--- src/rtl/swcs_pkg.sv ---
// Constants and types shared by the service-window clock supervisor
package swcs_pkg;
    // Service word layout
    localparam int SEL_HI = 7;
    localparam int SEL_LO = 6;
    localparam int KEY_HI = 5;
    localparam int KEY_LO = 1;
    localparam int CM_BIT = 0;
    localparam logic [4:0] SVC_KEY = 5'h0C;
    localparam logic [4:0] KEY_READ = 5'h00;
    localparam logic [1:0] SEL_RESET = 2'h3;
    localparam logic CM_RESET = 1'b1;
    // Timing
    localparam int CLK_PERIOD_NS = 25;
    localparam int IC_PERIOD_NS = 1000;
    localparam int IC_DIV = (IC_PERIOD_NS + CLK_PERIOD_NS - 1) / CLK_PERIOD_NS;
    localparam int DIV_W = 6;
    localparam int LOWER_IC = 2048;
    localparam int UPPER_BASE_IC = 8192;
    localparam int WCNT_W = 17;
    localparam int STRETCH_IC = 16;
    localparam int STR_W = 5;
    // Clock monitor: any gap between rising oscillator edges above this is a fault
    localparam int CM_TIMEOUT_US = 1000;
    localparam int CM_TIMEOUT_CYC = CM_TIMEOUT_US * 1000 / CLK_PERIOD_NS;
    localparam int CM_W = 24;
    typedef enum logic [3:0] {
        ST_IDLE = 4'b0001,
        ST_DRIVE = 4'b0010,
        ST_STRETCH = 4'b0100,
        ST_RELEASE = 4'b1000
    } swcs_state_e;
endpackage : swcs_pkg

--- src/rtl/swcs_clk_mon.sv ---
// Clock monitor: flags an oscillator whose edges stop or come too slowly
`timescale 1ns/1ps
module swcs_clk_mon #(
    parameter int TIMEOUT_CYC = swcs_pkg::CM_TIMEOUT_CYC
) (
    // Clock and reset
    input wire logic mclk,
    input wire logic rst_n,
    // Monitor control and observed oscillator
    input wire logic enable,
    input wire logic osc_in,
    // Verdict
    output logic freq_err
);
    import swcs_pkg::*;

    localparam logic [CM_W-1:0] LIMIT = CM_W'(TIMEOUT_CYC);

    generate
        if (TIMEOUT_CYC < 2 || TIMEOUT_CYC >= (1 << CM_W)) begin : g_bad
            $error("swcs_clk_mon: TIMEOUT_CYC out of range");
        end
    endgenerate

    logic osc_d_r, osc_d_nxt;
    logic [CM_W-1:0] gap_r, gap_nxt;
    logic err_r, err_nxt;

    always_comb begin
        osc_d_nxt = osc_in;
        gap_nxt = gap_r;
        err_nxt = err_r;
        if (osc_in && !osc_d_r) begin
            // A rising edge inside the limit means the rate has recovered
            if (gap_r < LIMIT) begin
                err_nxt = 1'b0;
            end
            gap_nxt = '0;
        end else if (gap_r < LIMIT) begin
            gap_nxt = gap_r + CM_W'(1);
        end else begin
            err_nxt = 1'b1;
        end
        if (!enable) begin
            err_nxt = 1'b0;
        end
    end

    always_ff @(posedge mclk) begin
        if (!rst_n) begin
            osc_d_r <= 1'b0;
            gap_r <= '0;
            err_r <= 1'b0;
        end else begin
            osc_d_r <= osc_d_nxt;
            gap_r <= gap_nxt;
            err_r <= err_nxt;
        end
    end

    assign freq_err = err_r;
endmodule : swcs_clk_mon

--- src/rtl/swcs_top.sv ---
// Service-window supervisor with clock monitor and open-drain fault pin
`timescale 1ns/1ps
module swcs_top #(
    parameter int LOWER_CYC = swcs_pkg::LOWER_IC,
    parameter int UPPER_BASE_CYC = swcs_pkg::UPPER_BASE_IC,
    parameter int CM_TIMEOUT = swcs_pkg::CM_TIMEOUT_CYC
) (
    // Clock and reset
    input wire logic mclk,
    input wire logic rst_n,
    // Service word access
    input wire logic svc_wr,
    input wire logic [7:0] svc_wdata,
    output logic [7:0] svc_rdata,
    // Low-power modes
    input wire logic halt_mode,
    input wire logic idle_mode,
    input wire logic idle_exit,
    // Oscillator seen by the clock monitor
    input wire logic oscillator_input,
    // Open-drain fault pin
    input wire logic fault_pin_i,
    output logic fault_pin_o,
    output logic fault_pin_oe,
    // Status
    output logic window_fault,
    output logic clock_fault
);
    import swcs_pkg::*;

    generate
        if (LOWER_CYC < 1 || UPPER_BASE_CYC <= LOWER_CYC || (UPPER_BASE_CYC << 3) >= (1 << WCNT_W))
        begin : g_bad
            $error("swcs_top: window bounds out of range");
        end
    endgenerate

    function automatic logic [WCNT_W-1:0] upper_limit(input logic [1:0] sel);
        upper_limit = WCNT_W'(UPPER_BASE_CYC) << sel;
    endfunction : upper_limit

    ////////////////////////////////////////////////////////////////////////////
    // Instruction-cycle enable
    logic [DIV_W-1:0] div_r, div_nxt;
    logic ic_en_r, ic_en_nxt;

    always_comb begin
        if (div_r == DIV_W'(IC_DIV - 1)) begin
            div_nxt = '0;
            ic_en_nxt = 1'b1;
        end else begin
            div_nxt = div_r + DIV_W'(1);
            ic_en_nxt = 1'b0;
        end
    end

    always_ff @(posedge mclk) begin
        if (!rst_n) begin
            div_r <= '0;
            ic_en_r <= 1'b0;
        end else begin
            div_r <= div_nxt;
            ic_en_r <= ic_en_nxt;
        end
    end

    ////////////////////////////////////////////////////////////////////////////
    // Clock monitor
    logic cm_en_r, cm_en_nxt;
    logic cm_err;

    swcs_clk_mon #(
        .TIMEOUT_CYC(CM_TIMEOUT)
    ) u_clk_mon (
        .mclk(mclk),
        .rst_n(rst_n),
        .enable(cm_en_r),
        .osc_in(oscillator_input),
        .freq_err(cm_err)
    );

    ////////////////////////////////////////////////////////////////////////////
    // Service window and fault pin
    logic [1:0] sel_r, sel_nxt;
    logic first_done_r, first_done_nxt;
    logic [WCNT_W-1:0] wcnt_r, wcnt_nxt;
    logic wd_err_r, wd_err_nxt;
    swcs_state_e st_r, st_nxt;
    logic [STR_W-1:0] str_r, str_nxt;
    logic oe_r, oe_nxt;
    logic [7:0] rd_r, rd_nxt;
    logic stopped;
    logic key_ok;
    logic restart;
    logic svc_err;

    always_comb begin
        sel_nxt = sel_r;
        cm_en_nxt = cm_en_r;
        first_done_nxt = first_done_r;
        wcnt_nxt = wcnt_r;
        wd_err_nxt = 1'b0;
        st_nxt = st_r;
        str_nxt = str_r;
        restart = 1'b0;
        svc_err = 1'b0;
        stopped = halt_mode || idle_mode;
        key_ok = (svc_wdata[KEY_HI:KEY_LO] == SVC_KEY);
        // A write is a service only in ST_IDLE, once the released pin has been seen high again
        if (svc_wr && st_r == ST_IDLE) begin
            if (!first_done_r) begin
                if (key_ok) begin
                    sel_nxt = svc_wdata[SEL_HI:SEL_LO];
                    cm_en_nxt = svc_wdata[CM_BIT];
                    first_done_nxt = 1'b1;
                    restart = 1'b1;
                end else begin
                    svc_err = 1'b1;
                end
            end else if (svc_wdata != {sel_r, SVC_KEY, cm_en_r}) begin
                svc_err = 1'b1;
            end else if (wcnt_r < WCNT_W'(LOWER_CYC)) begin
                svc_err = 1'b1;
            end else begin
                restart = 1'b1;
            end
        end
        if (idle_exit) begin
            restart = 1'b1;
        end
        if (restart) begin
            wcnt_nxt = '0;
        end else if (ic_en_r && !stopped && st_r == ST_IDLE) begin
            if (wcnt_r >= upper_limit(sel_r)) begin
                wd_err_nxt = 1'b1;
            end else begin
                wcnt_nxt = wcnt_r + WCNT_W'(1);
            end
        end
        if (svc_err) begin
            wd_err_nxt = 1'b1;
        end
        case (st_r)
            ST_IDLE: begin
                if (wd_err_r || cm_err) begin
                    st_nxt = ST_DRIVE;
                end
            end
            ST_DRIVE: begin
                // Stretch only starts once the pin is really low
                if (!fault_pin_i && !cm_err) begin
                    st_nxt = ST_STRETCH;
                    str_nxt = '0;
                end
            end
            ST_STRETCH: begin
                if (cm_err) begin
                    st_nxt = ST_DRIVE;
                end else if (ic_en_r) begin
                    if (str_r == STR_W'(STRETCH_IC)) begin
                        st_nxt = ST_RELEASE;
                    end else begin
                        str_nxt = str_r + STR_W'(1);
                    end
                end
            end
            ST_RELEASE: begin
                if (cm_err) begin
                    st_nxt = ST_DRIVE;
                end else if (fault_pin_i) begin
                    st_nxt = ST_IDLE;
                    wcnt_nxt = '0;
                end
            end
            default: st_nxt = ST_IDLE;
        endcase
        oe_nxt = (st_nxt == ST_DRIVE) || (st_nxt == ST_STRETCH);
        rd_nxt = {sel_r, KEY_READ, cm_en_r};
    end

    always_ff @(posedge mclk) begin
        if (!rst_n) begin
            sel_r <= SEL_RESET;
            cm_en_r <= CM_RESET;
            first_done_r <= 1'b0;
            wcnt_r <= '0;
            wd_err_r <= 1'b0;
            st_r <= ST_IDLE;
            str_r <= '0;
            oe_r <= 1'b0;
            rd_r <= '0;
        end else begin
            sel_r <= sel_nxt;
            cm_en_r <= cm_en_nxt;
            first_done_r <= first_done_nxt;
            wcnt_r <= wcnt_nxt;
            wd_err_r <= wd_err_nxt;
            st_r <= st_nxt;
            str_r <= str_nxt;
            oe_r <= oe_nxt;
            rd_r <= rd_nxt;
        end
    end

    ////////////////////////////////////////////////////////////////////////////
    // Status flags
    logic wf_r, wf_nxt;
    logic cf_r, cf_nxt;

    always_comb begin
        wf_nxt = wf_r;
        if (wd_err_r) begin
            wf_nxt = 1'b1;
        end else if (st_r == ST_IDLE) begin
            wf_nxt = 1'b0;
        end
        cf_nxt = cm_err;
    end

    always_ff @(posedge mclk) begin
        if (!rst_n) begin
            wf_r <= 1'b0;
            cf_r <= 1'b0;
        end else begin
            wf_r <= wf_nxt;
            cf_r <= cf_nxt;
        end
    end

    assign svc_rdata = rd_r;
    assign fault_pin_o = 1'b0;
    assign fault_pin_oe = oe_r;
    assign window_fault = wf_r;
    assign clock_fault = cf_r;
endmodule : swcs_top

--- config.mk ---
export PLATFORM = sky130hd
export DESIGN_NAME = swcs_top
export DESIGN_NICKNAME = d
export VERILOG_FILES = /design/src/rtl/swcs_pkg.sv /design/src/rtl/swcs_clk_mon.sv /design/src/rtl/swcs_top.sv
export SDC_FILE = /design/constraint.sdc
export NUM_CORES = 1
export LEC_CHECK = 0
export BUFFER_PORTS_ARGS = -buffer_cell sky130_fd_sc_hd__buf_2
export CAP_MARGIN = 20
export CORE_ASPECT_RATIO = 0.75
export CORE_MARGIN = 5
export CORE_UTILIZATION = 59
export DETAILED_ROUTE_END_ITERATION = 10
export MAX_ROUTING_LAYER = met4
export PLACE_DENSITY = 0.76
export SLEW_MARGIN = 30
export SYNTH_ARGS = -nofsm -noshare
export SYNTH_HDL_FRONTEND = slang
export SYNTH_SLANG_ARGS = --single-unit
--- constraint.sdc ---
create_clock -name mclk -period 2.7 [get_ports mclk]
set_input_delay 0.54 -clock mclk [delete_from_list [all_inputs] [get_ports mclk]]
set_output_delay 0.54 -clock mclk [all_outputs]
set_load 0.05 [all_outputs]
==> results.cfg, run 1 <==
[sta]
hold_viol = 0
min_period_over_period_pct = 81.1
max_slew_margin_pct = 46.7
clock_skew_ps = 8.25
fin_setup_tns_ps = 0
grt_setup_unrepaired = no
setup_viol = 0
post-route-min-period_ps = 2190
fmax_mhz = 457
worstMarginPinSlew_ps = 780
slew_viol_final = 0

[final_layout]
multi_input_area_sq_um = 1760
n_antenna_cell = 0
synthToLayoutAreaGrowth_pct = 10.3
nFillCells = 475
final_util_pct = 67.4
drive_above_1_share_pct = 12.3
seq_area_sq_um = 1400
final_net_count = 426

[routing]
avgViaCountPerCell = 5.54
drc = 0
vias = 2658
wl_um = 6440
wl_met3_um = 383
wire_per_inst_um = 13.4
drt-initial-drc-count = 117
drt-met1-wl_um = 3240
met2_length_um = 2660
highest_layer = met4
antenna_violating_nets_post_route = 0
first_pass_iters = 4

[job]
drv_cap = 0

[critical_path]
crit_arrival_ps = 2480
cp-end-kind = flop
path_class = flop to flop
cp_max_fo = 16
timing.critical_path.required_ps = 2990
critPathLaunchType = flop

[clocking]
cts_tree = yes
clock_sinks = 70
post_cts_resize_count = 0
cts_root_buffer = clkbuf_8
numCtsBuffers = 9
clk_pin_slew_worst_paths_ps = 70
cts_setup_buffers = 0
htreeDepth = 3
cts_buffer_depth = 2
insertion_delay_ps = 360
cts_hold_buf = 0

[floorplan]
num_rows = 23
start_util_pct = 61.2
die_area_sq_um = 7190
fp.dieW_um = 96.3
die_height_um = 74.7
fp.coreArea_sq_um = 5380
num_io_pins = 28

[place]
dp_hpwl_um = 4580
place_congestion = 0.873
port_buffers = 21

[synthesis]
yosysWarnings = 0
yosys-top-cells-count = 70 x dfxtp_1, 35 x nor2_1, 30 x nand2_1
yosysSeqAreaShare_pct = 42.6
synth_area_leaders = dfxtp_1 43%, xnor2_1 7.2%, nor2_1 4.0%, ha_1 3.8%, nand3_1 3.5%
avgSynthCellArea_sq_um = 8.71
synth.cell_area_sq_um = 3290
yosysMostFrequentCell = dfxtp_1
synth_cells = 378
synth_top_cell_by_area = dfxtp_1
synth_edf_count = 0
synth_flop_cell = dfxtp_1
synth_cell_types = 51
synthArstFlopShare_pct = 0
ys_ff_latch = 70
synth_top_area_share_pct = 42.6

[grt]
global_route.overflow_total = 0
grt_pass1_wl_um = 11200
grt_usage_pct = 20.8
grt_max_degree = 32
grt_pass1_vias = 2392
antenna_found_initial = 0

[power_and_ir_drop]
ir_drop_mv = 0.367
p_leak_uw = 0.00137
power_density_nw_per_um2 = 547

[outcome]
outcome = complete, no violations

[min_path]
hp-class = primary input to flop
[stage by stage]
stage	setup WS, ps	total power, uW	instance area (sq um)	hold slack (ps)	cells
2_1_floorplan	575	1200	3310	418	383
3_3_place_gp	575	1230	3440	432	464
3_5_place_dp	505	1240	3440	441	464
4_1_cts	489	2010	3630	391	480
5_1_grt	344	2070	3630	407	480
6_report	510	1990	3630	406	480
[final cells by class]
type | instances | area share [%]
Multi-Input combinational cell | 280 | 48.5
Inverter | 14 | 1.45
Sequential cell | 70 | 38.6
Timing Repair Buffer | 25 | 3.72
Clock buffer | 11 | 4.17
Clock inverter | 5 | 0.931
Tap cell | 75 | 2.59
[power breakdown]
group	internal, uW	total, uW	switching (uW)
clock	381	774	393
sequential	1050	1070	15.2
combinational	51.3	148	96.4
total	1480	1990	505
[cells by family after synthesis]
family          after synthesis  synth area share (%)
compound gates               56                  11.5
xor+xnor                     30                  7.98
fa+ha+maj                    10                  3.80
buf+inv                      33                  4.48
flops                        70                  42.6
mux                           1                 0.304
other cells                   1                 0.114
simple gates                177                  29.3
[layer usage]
layer / vias to the layer above / global-route usage [%]
li1: 1365 / -
met1: 1216 / 28.7
met2: 64 / 27.7
met3: 13 / 7.19
met4: 0 / 8.20
met5: - / -
[final timing paths]
check                     start                 end  slack [ps]  cells after the start
max          u_clk_mon.gap_r[6]  u_clk_mon.gap_r[7]         510                      5
min            oscillator_input   u_clk_mon.osc_d_r         410                      2
min reg2reg            div_r[0]            div_r[0]         450                      1
max reg2reg  u_clk_mon.gap_r[6]  u_clk_mon.gap_r[7]         510                      5
[flip-flops by register name, indices dropped and copies added (netlist names)]
register / flops
st_r: 4
wcnt_r: 17
u_clk_mon.gap_r: 24
u_clk_mon.freq_err: 1
window_fault: 1
ic_en_r: 1
svc_rdata: 3
first_done_r: 1
clock_fault: 1
cm_en_r: 1
wd_err_r: 1
u_clk_mon.osc_d_r: 1
sel_r: 2
fault_pin_oe: 1
div_r: 6
str_r: 5
[layout by cell type (no fill, tap or decap), types with 10 or more instances in the layout]
cell type / n
a21oi_1: 13
nor3_1: 10
clkbuf_8: 11
inv_1: 14
nand2_1: 30
and3_1: 15
nor2_1: 35
o21ai_0: 11
dfxtp_1: 70
xnor2_1: 27
ha_1: 10
nor4_1: 10
buf_2: 21
nand3_1: 23
[worst max-delay path, stage by stage (launching register included)]
cell	delay, ps
dfxtp_1	340
or4_1	520
a21o_1	260
a21o_1	320
or4_1	550
a21oi_1	140
Note: power is estimated with default switching activity, not from simulation.
==> run 2: changes to the inputs <==
Settings changed: CORE_UTILIZATION 59 to 53, PLACE_DENSITY 0.76 to 0.72.
Clock period 2.7 ns to 1.8 ns, I/O delays scaled along.
==> results.cfg, run 2 (same netlist as run 1, synthesis figures left out) <==
[outcome]
outcome = complete, but fails checks
violations = negative setup slack

[grt]
global_route.overflow_total = 0
antenna_found_initial = 0
grt_usage_pct = 21.7
grt_pass1_wl_um = 13500
grt_max_degree = 27
grt_pass1_vias = 2928

[critical_path]
path_delay_family = simple AND/OR/NAND/NOR gates
cp_slowest_cell = or4_4
path_buf_inv = 0
cp_max_fo = 6
crit_chain = or4_4, a21o_4, a21o_4, or4_4, a21oi_2
timing.critical_path.required_ps = 2080
critPathLaunchType = flop
cpPeakStageDelay_ps = 530
cp-end-kind = flop
crit_arrival_ps = 2210
path_class = flop to flop

[routing]
drc = 0
avgViaCountPerCell = 5.77
wire_per_inst_um = 16.1
drt-initial-drc-count = 133
wl_um = 8480
vias = 3035
antenna_violating_nets_post_route = 0
first_pass_iters = 4

[clocking]
cts_root_buffer = clkbuf_8
cts_hold_buf = 0
numCtsBuffers = 9
clk_pin_slew_worst_paths_ps = 70
cts_buffer_depth = 2
htreeDepth = 3
insertion_delay_ps = 340
cts_tree = yes
clock_sinks = 70

[final_layout]
final_util_pct = 76.8
final_area_sq_um = 4540
synthToLayoutAreaGrowth_pct = 38.0
largest_reg_flops = 24
final_net_count = 470
reg.largest.list = u_clk_mon.gap_r x24, wcnt_r x17, div_r x6
layout_commonest_cell = dfxtp_1
n_antenna_cell = 0
drive_above_1_share_pct = 34.8
regMostFlops = u_clk_mon.gap_r
layout.cells.most_common_list = 63 x dfxtp_1, 36 x buf_4, 31 x nor2_1, 30 x nand2_1, 24 x xnor2_1

[floorplan]
die_area_sq_um = 7900
die_height_um = 78.3
start_util_pct = 55.6
num_io_pins = 28
num_rows = 24
fp.coreArea_sq_um = 5920
fp.dieW_um = 101

[sta]
fin_ws_ps = -132
grt_setup_unrepaired = yes
post-route-min-period_ps = 1930
hold_viol = 0
whs_ps = 235
min_period_over_period_pct = 107
clock_skew_ps = 7.56
fmax_mhz = 518
max_slew_margin_pct = 64.7
setup_viol = 32
slew_viol_final = 0
worstMarginPinSlew_ps = 529

[place]
dp_hpwl_um = 5120
post-place-ws_ps = -181
place_congestion = 0.870
port_buffers = 21
place_area_sq_um = 3840

[power_and_ir_drop]
ir_drop_mv = 0.619
p_total_uw = 3190
power_density_nw_per_um2 = 703
p_leak_uw = 0.00167

[min_path]
hp-class = primary input to flop

[job]
drv_cap = 0
## run 2: per-stage QoR
stage                     setup TNS (ps)  instances
after global routing               -3810        526
final                              -1870        526
after detailed placement           -2520        504
after global placement             -1070        504
after CTS                           -999        523
after floorplan                     -617        383
## run 2: layout make-up
type / instances / area [sq um]
Multi-Input combinational cell: 281 / 2230
Sequential cell: 70 / 1420
Fill cell: 374 / 1370
Timing Repair Buffer: 68 / 534
Clock buffer: 12 / 165
Tap cell: 78 / 97.6
Inverter: 14 / 52.6
Clock inverter: 3 / 42.5
## run 2: worst paths after layout
kind,startpoint,to,slack [ps],cells past startpoint
hold / removal,oscillator_input,u_clk_mon.osc_d_r,230,2
hold reg to reg,div_r[0],div_r[0],450,1
setup / recovery,u_clk_mon.gap_r[6],u_clk_mon.gap_r[7],-130,5
setup reg to reg,u_clk_mon.gap_r[6],u_clk_mon.gap_r[7],-130,5
## run 2: report_power, final
group | internal [uW] | switching, uW
sequential | 1570 | 28.0
clock | 743 | 564
combinational | 111 | 173
## run 2: repair_timing
item / CTS / global route
setup buffers: 3 / 2
pin swaps: 8 / 31
cloned: 1 / 1
resized for setup: 41 / 48
setup endpoints to repair: 30 / 43
## run 2: per-layer routing
layer / global-route usage (%) / wire length, um / vias to the layer above
li1: - / - / 1458
met1: 27.4 / 3800 / 1450
met2: 33.6 / 4080 / 111
met3: 6.55 / 469 / 16
met4: 6.37 / 131 / 0
met5: - / 0 / -
